<file path="src/verilog/wdg_lp_defines.svh">
`ifndef WDG_LP_DEFINES_SVH
`define WDG_LP_DEFINES_SVH

// Oscillator cycles per counter decrement
`define WDG_PRESCALE 16384
// Restart delays in CPU clocks
`define WDG_DLY_SHORT 256
`define WDG_DLY_LONG 4096
// Counter reset value and trip value
`define WDG_CNT_RST 7'h7F
`define WDG_CNT_TRIP 7'h40
// Register offsets
`define WDG_ADDR_CTRL 2'h0
`define WDG_ADDR_STAT 2'h1
// Field positions
`define WDG_ACT_BIT 7
`define WDG_T6_BIT 6
`define WDG_STAT_BUSY_BIT 3

`endif

</file>
<file path="src/verilog/wdg_lp_pkg.sv">
`default_nettype none

package wdg_lp_pkg;

  // Watchdog power state
  typedef enum logic [2:0] {
    ST_RUN      = 3'b000,
    ST_HALT_DEC = 3'b001,
    ST_HALT     = 3'b010,
    ST_AHALT    = 3'b011,
    ST_WAKE_DLY = 3'b100
  } wdg_state_t;

endpackage

`default_nettype wire

</file>
<file path="src/verilog/watchdog_low_power_behaviour.sv">
// Function
// - Slow and wait leave watchdog fully running
// - Halt, no timebase, no option: halt
// - Halt entry decrements once then freezes
// - External wake from halt delays restart
// - Reset from halt disables unless hardware
// - Halt, no timebase, option set: reset
// - Halt with timebase: active-halt, counter stops
// - Wake from active-halt resumes counting immediately
// - Reset ending active-halt delays restart
// - Hardware option forces watchdog always active
// - Active watchdog resets on 40h to 3Fh
// - Counter decrements every 16384 cycles in run, active or not
// - Reset disables; activation sticks until reset
`include "wdg_lp_defines.svh"
`default_nettype none

module watchdog_low_power_behaviour #(
  parameter int unsigned PRESCALE = `WDG_PRESCALE,
  parameter int unsigned DLY_SHORT = `WDG_DLY_SHORT,
  parameter int unsigned DLY_LONG = `WDG_DLY_LONG
) (
  // Clock and reset
  input wire logic clk_i,
  input wire logic rst_b_i,
  // Register port
  input wire logic [1:0] addr_i,
  input wire logic [7:0] wdata_i,
  input wire logic wr_i,
  input wire logic rd_i,
  output logic [7:0] rdata_o,
  // Power control and wake events
  input wire logic halt_exec_i,
  input wire logic timebase_interrupt_enable_i,
  input wire logic halt_reset_option_i,
  input wire logic hw_watchdog_option_i,
  input wire logic long_delay_sel_i,
  input wire logic ext_irq_i,
  input wire logic timebase_irq_i,
  // Status outputs
  output logic wdg_reset_o,
  output wdg_lp_pkg::wdg_state_t state_o
);
  import wdg_lp_pkg::*;

  localparam int unsigned PW = $clog2(PRESCALE);
  localparam int unsigned DW = $clog2(DLY_LONG + 1);

  wdg_state_t state_q;
  logic [PW-1:0] pre_q;
  logic [DW-1:0] dly_q;
  logic [6:0] cnt_q;
  logic act_q;
  logic rst_q;
  logic [7:0] rdata_q;

  logic tick;
  logic active;
  logic ctrl_wr;
  logic [DW-1:0] dly_last;
  logic halt_req;
  logic trip;
  logic sw_trip;

  // Decode and shared terms
  assign ctrl_wr = wr_i && (addr_i == `WDG_ADDR_CTRL);
  assign tick = (pre_q == PW'(PRESCALE - 1));
  assign dly_last = long_delay_sel_i ? DW'(DLY_LONG - 1) : DW'(DLY_SHORT - 1);
  assign halt_req = halt_exec_i && (state_q == ST_RUN);
  assign active = act_q || hw_watchdog_option_i;

  // trip on 40h to 3Fh while running
  // A halt taken on this edge wins, so halt entry never adds a last tick
  assign trip = active && (state_q == ST_RUN) && tick && !ctrl_wr && !halt_req
    && (cnt_q == `WDG_CNT_TRIP);
  // Software reset by writing T6 clear with watchdog active
  assign sw_trip = ctrl_wr && !wdata_i[`WDG_T6_BIT] && (active || wdata_i[`WDG_ACT_BIT]);

  // Prescaler, frozen only while the oscillator is stopped in halt
  // prescale runs in every state except halt
  always_ff @(posedge clk_i or negedge rst_b_i) begin
    if (!rst_b_i) begin
      pre_q <= '0;
    end else if (state_q != ST_HALT) begin
      pre_q <= tick ? '0 : pre_q + PW'(1);
    end
  end

  // Power state sequencing
  always_ff @(posedge clk_i or negedge rst_b_i) begin
    if (!rst_b_i) begin
      // reset returns to delayed restart, disabled
      state_q <= ST_WAKE_DLY;
    end else begin
      case (state_q)
        ST_RUN: begin
          if (halt_exec_i) begin
            if (timebase_interrupt_enable_i) begin
              state_q <= ST_AHALT;
            end else if (!halt_reset_option_i) begin
              state_q <= ST_HALT_DEC;
            end
          end
        end
        ST_HALT_DEC: begin
          state_q <= ST_HALT;
        end
        ST_HALT: begin
          if (ext_irq_i) begin
            state_q <= ST_WAKE_DLY;
          end
        end
        ST_AHALT: begin
          if (ext_irq_i || timebase_irq_i) begin
            state_q <= ST_RUN;
          end
        end
        ST_WAKE_DLY: begin
          // Also ends if the select shrinks the delay mid-count
          if (dly_q >= dly_last) begin
            state_q <= ST_RUN;
          end
        end
        default: begin
          state_q <= ST_RUN;
        end
      endcase
    end
  end

  // Restart delay counter
  // delay length from input select
  always_ff @(posedge clk_i or negedge rst_b_i) begin
    if (!rst_b_i) begin
      dly_q <= '0;
    end else if (state_q == ST_WAKE_DLY && dly_q < dly_last) begin
      dly_q <= dly_q + DW'(1);
    end else begin
      dly_q <= '0;
    end
  end

  // Watchdog counter
  always_ff @(posedge clk_i or negedge rst_b_i) begin
    if (!rst_b_i) begin
      cnt_q <= `WDG_CNT_RST;
    end else if (ctrl_wr) begin
      cnt_q <= wdata_i[6:0];
    end else if (state_q == ST_HALT_DEC) begin
      cnt_q <= cnt_q - 7'h01;
    // run mode counting covers slow and wait
    // no last tick on the halt edge
    end else if (state_q == ST_RUN && tick && !halt_req) begin
      cnt_q <= cnt_q - 7'h01;
    end
  end

  // Activation bit
  // set by software, cleared only by reset
  always_ff @(posedge clk_i or negedge rst_b_i) begin
    if (!rst_b_i) begin
      act_q <= 1'b0;
    end else if (ctrl_wr && wdata_i[`WDG_ACT_BIT]) begin
      act_q <= 1'b1;
    end
  end

  // Reset request pulse
  // halt with option set and timebase interrupt off requests reset
  always_ff @(posedge clk_i or negedge rst_b_i) begin
    if (!rst_b_i) begin
      rst_q <= 1'b0;
    end else begin
      rst_q <= trip || sw_trip || (halt_req && !timebase_interrupt_enable_i && halt_reset_option_i);
    end
  end

  // Read data, one cycle after the strobe
  always_ff @(posedge clk_i or negedge rst_b_i) begin
    if (!rst_b_i) begin
      rdata_q <= 8'h00;
    end else if (rd_i && addr_i == `WDG_ADDR_CTRL) begin
      rdata_q <= {active, cnt_q};
    end else if (rd_i && addr_i == `WDG_ADDR_STAT) begin
      rdata_q <= {4'h0, (state_q == ST_WAKE_DLY), state_q};
    end else begin
      rdata_q <= 8'h00;
    end
  end

  // Outputs straight from flops
  assign rdata_o = rdata_q;
  assign wdg_reset_o = rst_q;
  assign state_o = state_q;

  // Checks
  // halt with option set
  halt_reset_req_a: assert property (@(posedge clk_i) disable iff (!rst_b_i)
    halt_req && !timebase_interrupt_enable_i && halt_reset_option_i |=> wdg_reset_o && state_q == ST_RUN)
    else $error("halt with option did not reset");

  halt_enter_a: assert property (@(posedge clk_i) disable iff (!rst_b_i)
    halt_req && !timebase_interrupt_enable_i && !halt_reset_option_i && !ctrl_wr
    |=> state_q == ST_HALT_DEC && !wdg_reset_o ##1 state_q == ST_HALT)
    else $error("plain halt entry wrong");

  halt_dec_once_a: assert property (@(posedge clk_i) disable iff (!rst_b_i)
    state_q == ST_HALT_DEC && !ctrl_wr |=> cnt_q == $past(cnt_q) - 7'h01)
    else $error("halt entry decrement missing");

  halt_frozen_a: assert property (@(posedge clk_i) disable iff (!rst_b_i)
    state_q == ST_HALT && !ctrl_wr |=> $stable(cnt_q) && !wdg_reset_o)
    else $error("counter moved in halt");

  ahalt_enter_a: assert property (@(posedge clk_i) disable iff (!rst_b_i)
    halt_req && timebase_interrupt_enable_i && !ctrl_wr
    |=> state_q == ST_AHALT && !wdg_reset_o && $stable(cnt_q))
    else $error("active-halt entry wrong");

  ahalt_wake_a: assert property (@(posedge clk_i) disable iff (!rst_b_i)
    state_q == ST_AHALT && (ext_irq_i || timebase_irq_i) |=> state_q == ST_RUN)
    else $error("active-halt wake delayed");

  halt_wake_a: assert property (@(posedge clk_i) disable iff (!rst_b_i)
    state_q == ST_HALT && ext_irq_i |=> state_q == ST_WAKE_DLY && dly_q == '0)
    else $error("halt wake skipped delay");

  wake_hold_a: assert property (@(posedge clk_i) disable iff (!rst_b_i)
    state_q == ST_WAKE_DLY && !ctrl_wr |=> $stable(cnt_q) && dly_q <= dly_last)
    else $error("counter moved during delay");

  hw_trip_a: assert property (@(posedge clk_i) disable iff (!rst_b_i)
    hw_watchdog_option_i && state_q == ST_RUN && tick && !ctrl_wr && !halt_exec_i && cnt_q == 7'h40
    |=> wdg_reset_o && cnt_q == 7'h3F)
    else $error("hardware watchdog did not trip");

  run_count_a: assert property (@(posedge clk_i) disable iff (!rst_b_i)
    state_q == ST_RUN && tick && !ctrl_wr && !halt_exec_i |=> cnt_q == $past(cnt_q) - 7'h01)
    else $error("run decrement missing");

  act_sticky_a: assert property (@(posedge clk_i) disable iff (!rst_b_i)
    act_q |=> act_q)
    else $error("activation bit cleared");

  // counter and reset still in active-halt
  ahalt_silent_a: assert property (@(posedge clk_i) disable iff (!rst_b_i)
    state_q == ST_AHALT && !ctrl_wr |=> $stable(cnt_q) && !wdg_reset_o)
    else $error("counter moved in active-halt");

  idle_silent_a: assert property (@(posedge clk_i) disable iff (!rst_b_i)
    !act_q && !hw_watchdog_option_i && !ctrl_wr && !halt_exec_i |=> !wdg_reset_o)
    else $error("disabled watchdog reset");

  hw_read_a: assert property (@(posedge clk_i) disable iff (!rst_b_i)
    rd_i && addr_i == `WDG_ADDR_CTRL && hw_watchdog_option_i |=> rdata_o[`WDG_ACT_BIT])
    else $error("hardware option not shown active");

  // software reset honoured with hardware option
  hw_soft_trip_a: assert property (@(posedge clk_i) disable iff (!rst_b_i)
    ctrl_wr && !wdata_i[`WDG_T6_BIT] && hw_watchdog_option_i |=> wdg_reset_o)
    else $error("hardware option soft reset missing");

  // restart delay counts one clock at a time
  wake_count_a: assert property (@(posedge clk_i) disable iff (!rst_b_i)
    state_q == ST_WAKE_DLY && dly_q < dly_last
    |=> state_q == ST_WAKE_DLY && dly_q == $past(dly_q) + DW'(1))
    else $error("restart delay count wrong");

  wake_end_a: assert property (@(posedge clk_i) disable iff (!rst_b_i)
    state_q == ST_WAKE_DLY && dly_q >= dly_last |=> state_q == ST_RUN && dly_q == '0)
    else $error("restart delay did not end");

  // Main scenarios
  cov_halt_wake_c: cover property (@(posedge clk_i) disable iff (!rst_b_i)
    state_q == ST_HALT ##1 state_q == ST_WAKE_DLY);
  cov_ahalt_wake_c: cover property (@(posedge clk_i) disable iff (!rst_b_i)
    state_q == ST_AHALT ##1 state_q == ST_RUN);
  cov_trip_c: cover property (@(posedge clk_i) disable iff (!rst_b_i)
    trip ##1 wdg_reset_o);
  cov_soft_trip_c: cover property (@(posedge clk_i) disable iff (!rst_b_i)
    sw_trip ##1 wdg_reset_o);
  cov_halt_reset_c: cover property (@(posedge clk_i) disable iff (!rst_b_i)
    halt_req && halt_reset_option_i && !timebase_interrupt_enable_i ##1 wdg_reset_o);

endmodule

`default_nettype wire

</file>
<file path="config.mk">
export PLATFORM = sky130hd
export DESIGN_NAME = watchdog_low_power_behaviour
export DESIGN_NICKNAME = d
export VERILOG_FILES = /design/src/verilog/wdg_lp_pkg.sv /design/src/verilog/watchdog_low_power_behaviour.sv
export VERILOG_INCLUDE_DIRS = /design/src /design/src/verilog
export SDC_FILE = /design/constraint.sdc
export NUM_CORES = 1
export LEC_CHECK = 0
export BUFFER_PORTS_ARGS = -buffer_cell sky130_fd_sc_hd__clkbuf_2
export CAP_MARGIN = 5
export CELL_PAD_IN_SITES_DETAIL_PLACEMENT = 0
export CELL_PAD_IN_SITES_GLOBAL_PLACEMENT = 2
export CORE_MARGIN = 1.5
export CORE_UTILIZATION = 33
export CTS_CLUSTER_DIAMETER = 40
export DETAILED_ROUTE_END_ITERATION = 10
export GPL_TIMING_DRIVEN = 0
export PLACE_DENSITY_LB_ADDON = 0.1
export SETUP_SLACK_MARGIN = 0.2
export SYNTH_ARGS = -nofsm -noshare
export SYNTH_HDL_FRONTEND = slang
export SYNTH_SLANG_ARGS = --single-unit
</file>
<file path="constraint.sdc">
create_clock -name clk_i -period 1.8 [get_ports clk_i]
set_input_delay 0.18 -clock clk_i [delete_from_list [all_inputs] [get_ports clk_i]]
set_output_delay 0.18 -clock clk_i [all_outputs]
set_load 0.005 [all_outputs]
</file>
==> results.txt, run 1 <==
----------------------------------------------------
[Final layout]
  Commonest cells after routing, fill and taps aside ... dfrtp_1 (35), clkbuf_2 (31), buf_4 (28)
  Leading cell type in the layout, fill and taps excluded ... dfrtp_1
  Net count, final ... 327
  Diodes inserted ... 0
  Sequential cell area ... 0.00119 sq mm
  Area of the multi-input gates ... 0.00136 sq mm
  Area growth syn-to-layout ... 36.6%
  Share of post-route cells with drive strength above 1 ... 0.452
  Fill cell instance count of the final layout ... 685
  Final Instance Count excl. Fillers ... 395

[Outcome]
  Status ... completed

[Power and ir drop]
  Net Sw Power ... 1260 uW
  Worst-case vdd ir drop ... 0.461 mV
  Leakage component of the power ... 0.00150 uW
  Overall power after layout ... 3660 uW
  Sequential group share of total power ... 0.421
  Power density normalized to cell area ... 1120 mW/mm^2
  Part of the power in combinational logic ... 0.397
  Proportion of power drawn by the clock network ... 0.182
  Cell internal power dissipation ... 2400 uW
  Switching share of total power ... 0.344

[Placement]
  IO Port Bufs ... 31
  Hpwl dp ... 3.63 mm
  Placed Cells incl. Taps ... 355
  Gpl congestion ... 0.779

[STA]
  Clock Skew ... 0.00717 ns
  Slew at the pin closest to its max-slew limit ... 0.677 ns
  Post-layout minimum cycle time ... 1.80 ns
  Setup repair after global routing missed its margin ... yes
  Share of the clock period used by the worst path after layout ... 1.00
  Max transition margin ... 0.547
  Highest clock rate ... 556 MHz
  Setup violation total in the final timing report ... 0
  Max Slew Vio Count ... 0
  Final Hold Fails ... 0
  Sum of negative setup slack ... 0 ns

[Synth]
  Share of the synthesized area in the top cell type ... 0.409
  Leading cell types by total area after synthesis ... dfrtp_1 (41%), dfstp_2 (8.8%), xor2_1 (5.9%)
  Number of enable flip-flop cells after synthesis ... 0
  Number of library cell types mapped by synthesis ... 46
  Share of flip-flops with an asynchronous set or reset after synthesis ... 1.00
  Sequential element share of the synthesized area ... 0.497
  Synthesis warning total ... 0
  Average cell area after synthesis ... 10.5 sq um
  Number of instances in the synthesized netlist ... 228
  Post-Syn Nets ... 256
  #FFs+latches synth ... 47
  Leading register cell type out of synthesis ... dfrtp_1
  Post-synth design cell area ... 0.00239 sq mm
  Top cell type by total area after synthesis ... dfrtp_1

[Worst setup path]
  Launch point of the critical path ... dly_q[9]$_DFF_PN0_
  Category of the worst setup path launch point ... flip-flop
  Critical R2R Launch ... dly_q[9]$_DFF_PN0_
  Worst setup EP type ... flip-flop
  Required time of the worst setup path ... 2.03 ns
  Maximum fanout along the worst path ... 5
  Arr. time, crit path ... 2.03 ns
  Start-to-end type of the worst setup path ... flip-flop to flip-flop

[Floorplanning]
  Width of the die ... 88.0 um
  Boundary pin count ... 33
  Starting Density ... 0.345
  Placement row count ... 30
  Die Area ... 0.00775 sq mm
  Placeable core area ... 0.00691 sq mm
  DIE HEIGHT ... 88.0 um

[Routing]
  Total vias in the final route ... 1,836
  First-pass DRT Iterations ... 3
  Routed WL per cell ... 14.3 um
  Mean number of vias per cell ... 4.65
  Final routed DRC violation total ... 0
  Starting DRT DRC Count ... 29
  Number of routed nets with antenna violations ... 0
  Routed WL ... 5.64 mm

[Flow run]
  MaxCap Viol Count ... 0

[GRT]
  Via count of the first global-routing pass ... 1,900
  Global-route wire length before repair ... 9.32 mm
  Largest net degree at the start of global routing ... 48
  Total grt overflow ... 0
  Number of antenna violations at the first check in global routing ... 0
  GR Util All Layers ... 0.157

[Clock network]
  Clock slew at the register clock pins of the worst setup and hold paths ... 0.09 ns
  Clock latency on the worst-skew pair ... 0.30 ns
  Inserted Clock Buffers ... 5
  CTS tree ... built
  CTS Buffer Depth ... 2
  Root cell of the clock tree ... clkbuf_8
  Clk sink count ... 47
  Htree depth ... 2

[Min path]
  HP Class ... input port to flip-flop
  Origin of the worst min-delay path ... wdata_i[2]

----------------------------------------------------
-- path summary, 6_finish.rpt --
check | slack (ns) | depth (start not counted) | to
max | 0.0002 | 6 | dly_q[3]$_DFF_PN0_
min | 0.04 | 3 | cnt_q[2]$_DFFE_PN1P_
max reg2reg | 0.0002 | 6 | dly_q[3]$_DFF_PN0_
min reg2reg | 0.51 | 1 | dly_q[0]$_DFF_PN0_
max in group asynchronous | 0.78 | 3 | cnt_q[0]$_DFFE_PN1P_
min in group asynchronous | 0.41 | 2 | rdata_o[3]$_DFF_PN0_
-- cells by family (layout without fill, tap and decap cells) --
group,Yosys count,after routing,synth area share
xor gates and xnor gates,27,27,0.0991
DFF,47,47,0.497
adders and majority gates,7,7,0.0367
buffers and inverters,11,82,0.0189
and+or+nand+nor,102,102,0.235
AOI/OAI and AO/OA,27,27,0.0797
muxes,7,7,0.0330
-- registers in the layout, indices dropped and copies added (netlist names) --
| signal | cells |
|---|---|
| act_q | 1 |
| cnt_q | 7 |
| dly_q | 13 |
| pre_q | 14 |
| rdata_o | 8 |
| state_o | 3 |
| wdg_reset_o | 1 |
-- synth_stat cells (4+ instances only) --
master    instances
dfrtp_1          39
nor2_1           34
nand2_1          16
xor2_1           16
nand3_1          14
xnor2_1          11
dfstp_2           8
ha_1              7
o21ai_0           7
nor3_1            6
inv_1             5
nand2b_1          5
and2_1            4
nand4_1           4
-- critical path: stages, from the launching register on --
cell     delay (ns)
dfrtp_1        0.40
ha_1           0.27
and4b_1        0.21
a221o_1        0.32
a41o_2         0.29
buf_6          0.16
nor2_1         0.08
-- layout make-up --
class	count	area share
multi-input combinational	170	0.418
sequential	47	0.365
timing repair buffer	64	0.132
tap	96	0.0369
clock buffer	6	0.0253
buffer	6	0.0154
inverter	5	0.00576
clock inverter	1	0.00154
-- layer usage --
metal  track usage  up-vias  share of wire
met5             0        -              0
met2         0.255       27           0.48
met3        0.0311        6          0.026
li1              -      936              -
met1         0.215      867           0.48
met4        0.0398        0          0.013
-- power by group through the flow --
stage | Clock (uW) | Combinational, uW | Sequential [uW]
floorplan | 0 | 665 | 1490
detailed placement | 0 | 923 | 1540
CTS | 698 | 1280 | 1530
global route | 723 | 1620 | 1570
finish | 668 | 1460 | 1540
global placement | 0 | 913 | 1550
-- stage by stage --
step / util / setup slack [ns] / hold slack, ns / area [sq um]
after floorplan: - / 0.101 / -0.116 / 2400
after global placement: 0.388 / -0.261 / 0.378 / 2680
after detailed placement: 0.388 / -0.286 / 0.379 / 2680
after CTS: 0.442 / -0.0233 / 0.0318 / 3050
after global routing: 0.472 / -0.0848 / 0.0592 / 3260
final: 0.472 / 0.000177 / 0.0437 / 3260
-- timing repair --
item / in CTS / in global routing
endpoints found under the setup margin: 29 / 30
buffers inserted: 23 / 7
cloned: 0 / 1
pin swaps: 15 / 23
gates resized for setup: 32 / 36
endpoints found under the hold margin: 0 / 17
hold buffers: 0 / 1
Note: power is estimated with default switching activity, not from simulation.
==> run 2, diff against run 1 <==
Settings changed: CORE_ASPECT_RATIO set to 1.75, CORE_MARGIN 1.5 to 1, CTS_CLUSTER_SIZE set to 28.
==> run 2 against run 1 <==
Net effect:
- the flow now finishes with violations (negative setup slack)
- sequential share of layout area decreased by 0.89 points
- core utilization increased by 1.1 points
- flip-flop and latch count unchanged
- cell area increased by 2.4%
- first-iteration DRC count increased to 3.3 times the previous value
- maximum frequency about the same
- critical path type unchanged
- highest routed layer unchanged
==> results.txt, run 2 (same netlist as run 1, synthesis figures left out) <==
----------------------------------------------------
[Power and ir drop]
  Overall power after layout ... 3990 uW
  Worst-case vdd ir drop ... 0.417 mV
  Power density normalized to cell area ... 1200 mW/mm^2
  Leakage component of the power ... 0.00155 uW

[GRT]
  Number of antenna violations at the first check in global routing ... 0
  Largest net degree at the start of global routing ... 48
  Total grt overflow ... 0
  Global-route wire length before repair ... 9.38 mm
  GR Util All Layers ... 0.168
  Via count of the first global-routing pass ... 1,977

[Worst setup path]
  Category of the worst setup path launch point ... flip-flop
  Cell family with most CP delay ... compound AO/OA/AOI/OAI gates
  Crit. path cell count ... 6
  Maximum fanout along the worst path ... 5
  Arr. time, crit path ... 2.02 ns
  Worst setup EP type ... flip-flop
  Crit path buf inv count ... 1
  Critical Path, Cell by Cell ... ha_1 -> and4b_1 -> a221o_1 -> a41o_2 -> buf_6 -> nor2_1
  R2R depth ... 6
  Crit-path slowest cell ... dfrtp_1
  Start-to-end type of the worst setup path ... flip-flop to flip-flop
  Required time of the worst setup path ... 2.02 ns
  Biggest cell delay along the critical path ... 0.40 ns

[Placement]
  IO Port Bufs ... 31
  Gpl congestion ... 0.710
  Post-Place Worst Slack ... -0.184 ns
  Hpwl dp ... 3.90 mm
  Total cell area at the placement stage ... 0.00267 sq mm

[Final layout]
  Net count, final ... 330
  Post-route standard cell area excluding fillers ... 0.00334 sq mm
  Commonest cells after routing, fill and taps aside ... dfrtp_1 (36), clkbuf_2 (32), buf_4 (29)
  Diodes inserted ... 0
  Fill cell instance count of the final layout ... 674
  Leading cell type in the layout, fill and taps excluded ... dfrtp_1
  Share of post-route cells with drive strength above 1 ... 0.442
  Max reg flops ... 14
  Most flop-heavy register ... pre_q
  Area growth syn-to-layout ... 39.9%

[Min path]
  Worst hold path stage count ... 3
  HP Class ... input port to flip-flop

[Outcome]
  Status ... finished, violations left
  Violated checks ... negative setup slack

[Floorplanning]
  Placement row count ... 40
  Boundary pin count ... 33
  Starting Density ... 0.345
  DIE HEIGHT ... 114 um
  Die Area ... 0.00759 sq mm
  Placeable core area ... 0.00691 sq mm
  Width of the die ... 66.3 um

[STA]
  Clock Skew ... 0.00789 ns
  Setup violation total in the final timing report ... 1
  Slew at the pin closest to its max-slew limit ... 0.596 ns
  Setup repair after global routing missed its margin ... yes
  Sum of negative setup slack ... -0.00140 ns
  Post-layout minimum cycle time ... 1.80 ns
  Highest clock rate ... 555 MHz
  Max transition margin ... 0.602
  Share of the clock period used by the worst path after layout ... 1.00
  Hold slack final ... 0.0616 ns
  Final Hold Fails ... 0
  Crit path setup slack, layout ... -0.00140 ns
  Max Slew Vio Count ... 0

[Clock network]
  CTS Buffer Depth ... 2
  Clock slew at the register clock pins of the worst setup and hold paths ... 0.07 ns
  Clk sink count ... 47
  Root cell of the clock tree ... clkbuf_16
  Clock latency on the worst-skew pair ... 0.29 ns
  CTS tree ... built
  Htree depth ... 2
  Inserted Clock Buffers ... 5

[Routing]
  Final routed DRC violation total ... 0
  Routed WL per cell ... 15.0 um
  Number of routed nets with antenna violations ... 0
  Routed WL ... 5.82 mm
  Mean number of vias per cell ... 4.94
  Total vias in the final route ... 1,913
  Starting DRT DRC Count ... 97
  First-pass DRT Iterations ... 4

[Flow run]
  MaxCap Viol Count ... 0

----------------------------------------------------
-- run 2: cell count changes in the layout (fill, tap and decap cells not counted), sizes merged --
cell	before	now
clkbuf	39	43
buf	36	37
clkinv	1	0
-- run 2: final cells by class --
| cell class | instances | area, sq um | area share |
|---|---|---|---|
| tap | 84 | 105 | 0.0315 |
| inverter | 5 | 18.8 | 0.00562 |
| clock buffer | 8 | 156 | 0.0469 |
| sequential | 47 | 1190 | 0.357 |
| buffer | 6 | 46.3 | 0.0139 |
| timing repair buffer | 67 | 477 | 0.143 |
| multi-input combinational | 170 | 1340 | 0.403 |
-- run 2: stage by stage --
step / instances / utilization
after floorplan: 228 / -
after global placement: 343 / 0.386
after detailed placement: 343 / 0.386
after CTS: 366 / 0.443
after global routing: 387 / 0.483
final: 387 / 0.483
-- run 2: path summary, 6_finish.rpt --
kind,start,to,slack (ns)
hold / removal,wdata_i[5],cnt_q[5]$_DFFE_PN1P_,0.06
setup reg to reg,dly_q[10]$_DFF_PN0_,dly_q[1]$_DFF_PN0_,-0.001
max in group asynchronous,rst_b_i,state_o[2]$_DFFE_PN1P_,0.74
hold reg to reg,dly_q[0]$_DFF_PN0_,dly_q[0]$_DFF_PN0_,0.49
setup / recovery,dly_q[10]$_DFF_PN0_,dly_q[1]$_DFF_PN0_,-0.001
min in group asynchronous,rst_b_i,rdata_o[6]$_DFF_PN0_,0.43
-- run 2: timing repair --
item,4_1_cts,5_1_grt
hold buffers,0,1
buffers inserted,14,18
hold endpoints to repair,0,21
endpoints found under the setup margin,30,30
cloned,1,1
pin swaps,15,17
resized for setup,37,27
-- run 2: metal layers --
metal | vias to the layer above | wire length [um] | GRT usage
li1 | 943 | - | -
met1 | 936 | 2280 | 0.171
met2 | 28 | 3290 | 0.322
met3 | 6 | 151 | 0.0299
met4 | 0 | 101 | 0.0681
met5 | - | 0 | 0
-- run 2: worst reg2reg max path, cell delays in order, from the launching register on --
cell and delay [ns]:
dfrtp_1 0.40, ha_1 0.31, and4b_1 0.19, a221o_1 0.31
a41o_2 0.29, buf_6 0.16, nor2_1 0.08
-- run 2: report_power, final --
group / leakage (uW) / internal [uW] / switching (uW) / total (uW)
Sequential: 0.000601 / 1320 / 213 / 1540
Clock: 0.0000772 / 592 / 400 / 993
Combinational: 0.000870 / 796 / 669 / 1470
==> run 3, diff against run 2 <==
Settings changed: ABC_AREA set to 1, CORE_UTILIZATION 33 to 30.
==> run 3 against run 2 <==
Net effect:
- the flow now finishes without violations
- clock skew is 0.0021 ns lower
- critical path depth is 1 higher
- largest cell class unchanged
- non-clock buffer count is 30 lower
- sequential share of layout area is 0.59 points higher
- sequential power hardly changed
- die area is 21% higher
- register-to-register slack better by 0.29 ns
- flip-flop and latch count stayed put
- combinational power hardly changed
- clock power is 7.7% lower
==> results.txt, run 3 <==
----------------------------------------------------
[Outcome]
  Status ... completed

[Clock network]
  Clk sink count ... 47
  CTS Buffer Depth ... 2
  Root cell of the clock tree ... clkbuf_16
  Clock latency on the worst-skew pair ... 0.29 ns
  Inserted Clock Buffers ... 5
  CTS tree ... built
  Htree depth ... 2
  Clock slew at the register clock pins of the worst setup and hold paths ... 0.07 ns

[Final layout]
  Share of post-route cells with drive strength above 1 ... 0.257
  Diodes inserted ... 0
  Area growth syn-to-layout ... 24.7%
  Leading cell type in the layout, fill and taps excluded ... nand2_1
  Net count, final ... 412
  Max reg flops ... 14
  Most flop-heavy register ... pre_q
  Commonest cells after routing, fill and taps aside ... nand2_1 (80), inv_1 (43), nor2_1 (42)
  Final Core Density ... 0.391

[STA]
  Max Slew Vio Count ... 0
  Share of the clock period used by the worst path after layout ... 0.840
  Highest clock rate ... 661 MHz
  Post-layout minimum cycle time ... 1.51 ns
  Clock Skew ... 0.00584 ns
  Slew at the pin closest to its max-slew limit ... 0.483 ns
  Final Hold Fails ... 0
  Max transition margin ... 0.678
  Sum of negative setup slack ... 0 ns
  Setup violation total in the final timing report ... 0
  Setup repair after global routing missed its margin ... yes

[Power and ir drop]
  Cell internal power dissipation ... 2410 uW
  Part of the power in combinational logic ... 0.371
  Leakage component of the power ... 0.00153 uW
  Worst-case vdd ir drop ... 0.471 mV
  Proportion of power drawn by the clock network ... 0.232
  Switching share of total power ... 0.391
  Power density normalized to cell area ... 1200 mW/mm^2
  Net Sw Power ... 1540 uW
  Sequential group share of total power ... 0.397

[Synth]
  Number of enable flip-flop cells after synthesis ... 0
  #FFs+latches synth ... 47
  Leading register cell type out of synthesis ... dfrtp_1
  Post-Syn Nets ... 365
  Post-synth design cell area ... 0.00264 sq mm
  Average cell area after synthesis ... 7.83 sq um
  Share of flip-flops with an asynchronous set or reset after synthesis ... 1.00
  Number of instances in the synthesized netlist ... 337
  Number of library cell types mapped by synthesis ... 37
  Most common cell in the netlist ... nand2_1
  Top cell type by total area after synthesis ... dfrtp_1
  Sequential element share of the synthesized area ... 0.450
  Share of the synthesized area in the top cell type ... 0.370
  Most used standard cells in the synthesized netlist ... nand2_1 (81), nor2_1 (46), inv_1 (44)
  Synthesis warning total ... 0
  Leading cell types by total area after synthesis ... dfrtp_1 (37%), nand2_1 (12%), dfstp_2 (8.0%)

[Worst setup path]
  Start-to-end type of the worst setup path ... flip-flop to flip-flop
  Maximum fanout along the worst path ... 5
  Worst setup EP type ... flip-flop
  Arr. time, crit path ... 1.69 ns
  Category of the worst setup path launch point ... flip-flop
  Required time of the worst setup path ... 1.98 ns

[Routing]
  Routed WL ... 6.69 mm
  Wire length on met2 ... 3.63 mm
  Uppermost metal layer occupied by signal nets ... met4
  First-pass DRT Iterations ... 5
  Number of routed nets with antenna violations ... 0
  Final routed DRC violation total ... 0
  Routed length on met3 ... 200 um
  Mean number of vias per cell ... 4.51
  Starting DRT DRC Count ... 67
  Routed WL per cell ... 13.4 um
  Routed metal-1 wire length ... 2.63 mm
  Total vias in the final route ... 2,253

[GRT]
  Number of antenna violations at the first check in global routing ... 0
  GR Util All Layers ... 0.158
  Global-route wire length before repair ... 10.9 mm
  Total grt overflow ... 0
  Largest net degree at the start of global routing ... 48
  Via count of the first global-routing pass ... 2,242

[Floorplanning]
  Width of the die ... 72.9 um
  Boundary pin count ... 33
  DIE HEIGHT ... 126 um
  Die Area ... 0.00919 sq mm
  Placement row count ... 44
  Placeable core area ... 0.00842 sq mm
  Starting Density ... 0.313

[Placement]
  Gpl congestion ... 0.811
  IO Port Bufs ... 32
  Hpwl dp ... 5.05 mm

[Flow run]
  MaxCap Viol Count ... 0

[Min path]
  HP Class ... input port to flip-flop

----------------------------------------------------
run 3: cell count changes in the layout (fill, tap and decap cells not counted), sizes merged, moves of 5 or more:
cell and delta:
nand2 +69, inv +40, buf -27, nor2 +20, nand3 +12, xor2 -11
xnor2 -8, nand4 +7, nor3 +7, a21oi +5, and2 -5, nand2b -5
o21ai +5
run 3: cell families (layout without fill, tap and decap cells):
group | after synthesis | after routing | synth area share
xor+xnor | 8 | 8 | 0.0266
compound gates | 31 | 31 | 0.0721
simple gates | 195 | 195 | 0.343
fa+ha+maj | 7 | 7 | 0.0332
buf+inv | 49 | 97 | 0.0759
flops | 47 | 47 | 0.450
run 3: cell type report:
| cell class | instances | area, sq um |
|---|---|---|
| fillers | 920 | 5130 |
| multi-input cells | 241 | 1360 |
| flip-flops and latches | 47 | 1190 |
| repair buffers | 40 | 253 |
| inverters | 46 | 173 |
| well taps | 115 | 144 |
| clock buffers | 7 | 133 |
| plain buffers | 3 | 31.3 |
| clock inverters | 1 | 5.00 |
run 3: power by group through the flow:
stage | clock [uW] | combinational [uW] | sequential, uW
CTS | 964 | 1370 | 1550
global route | 1010 | 1680 | 1600
finish | 917 | 1470 | 1570
detailed placement | 0 | 1360 | 1570
global placement | 0 | 1360 | 1560
floorplan | 0 | 997 | 1510
run 3: final timing paths:
| kind | slack, ns | from | cells after the start | endpoint |
|---|---|---|---|---|
| hold / removal | 0.13 | wdata_i[7] | 3 | act_q$_DFFE_PN0P_ |
| max in group asynchronous | 0.83 | rst_b_i | 3 | state_o[2]$_DFFE_PN1P_ |
| setup reg to reg | 0.29 | dly_q[8]$_DFF_PN0_ | 7 | dly_q[6]$_DFF_PN0_ |
| setup / recovery | 0.29 | dly_q[8]$_DFF_PN0_ | 7 | dly_q[6]$_DFF_PN0_ |
| min in group asynchronous | 0.38 | rst_b_i | 2 | rdata_o[4]$_DFF_PN0_ |
| hold reg to reg | 0.48 | dly_q[0]$_DFF_PN0_ | 1 | dly_q[0]$_DFF_PN0_ |
run 3: critical path: stages, from the launching register on:
cell,delay [ns]
dfrtp_2,0.44
ha_1,0.28
nand4_1,0.11
nor2_2,0.16
nand2_2,0.10
nand2_4,0.13
clkbuf_16,0.16
nor2_1,0.04
run 3: repair_timing:
action                     in CTS  in global routing
cloned                          0                  1
gates resized for setup         0                 26
pin swaps                       0                  8
hold buffers                    0                  1
setup endpoints to repair      10                 23
hold endpoints to repair        0                 18
buffers inserted                1                  4
run 3: per-layer routing:
layer / vias up / GRT usage
li1: 1179 / -
met1: 1016 / 0.168
met2: 45 / 0.288
met3: 13 / 0.0296
met4: 0 / 0.0819
met5: - / 0
run 3: metrics by stage:
stage / power [uW] / hold WS [ns] / area [sq um] / worst slack, ns / instances
6_report: 3950 / 0.133 / 3290 / 0.288 / 500
3_3_place_gp: 2920 / 0.446 / 2940 / 0.213 / 484
2_1_floorplan: 2500 / -0.116 / 2640 / 0.404 / 337
5_1_grt: 4290 / 0.153 / 3290 / 0.178 / 500
3_5_place_dp: 2930 / 0.454 / 2940 / 0.188 / 484
4_1_cts: 3880 / 0.133 / 3090 / 0.224 / 493
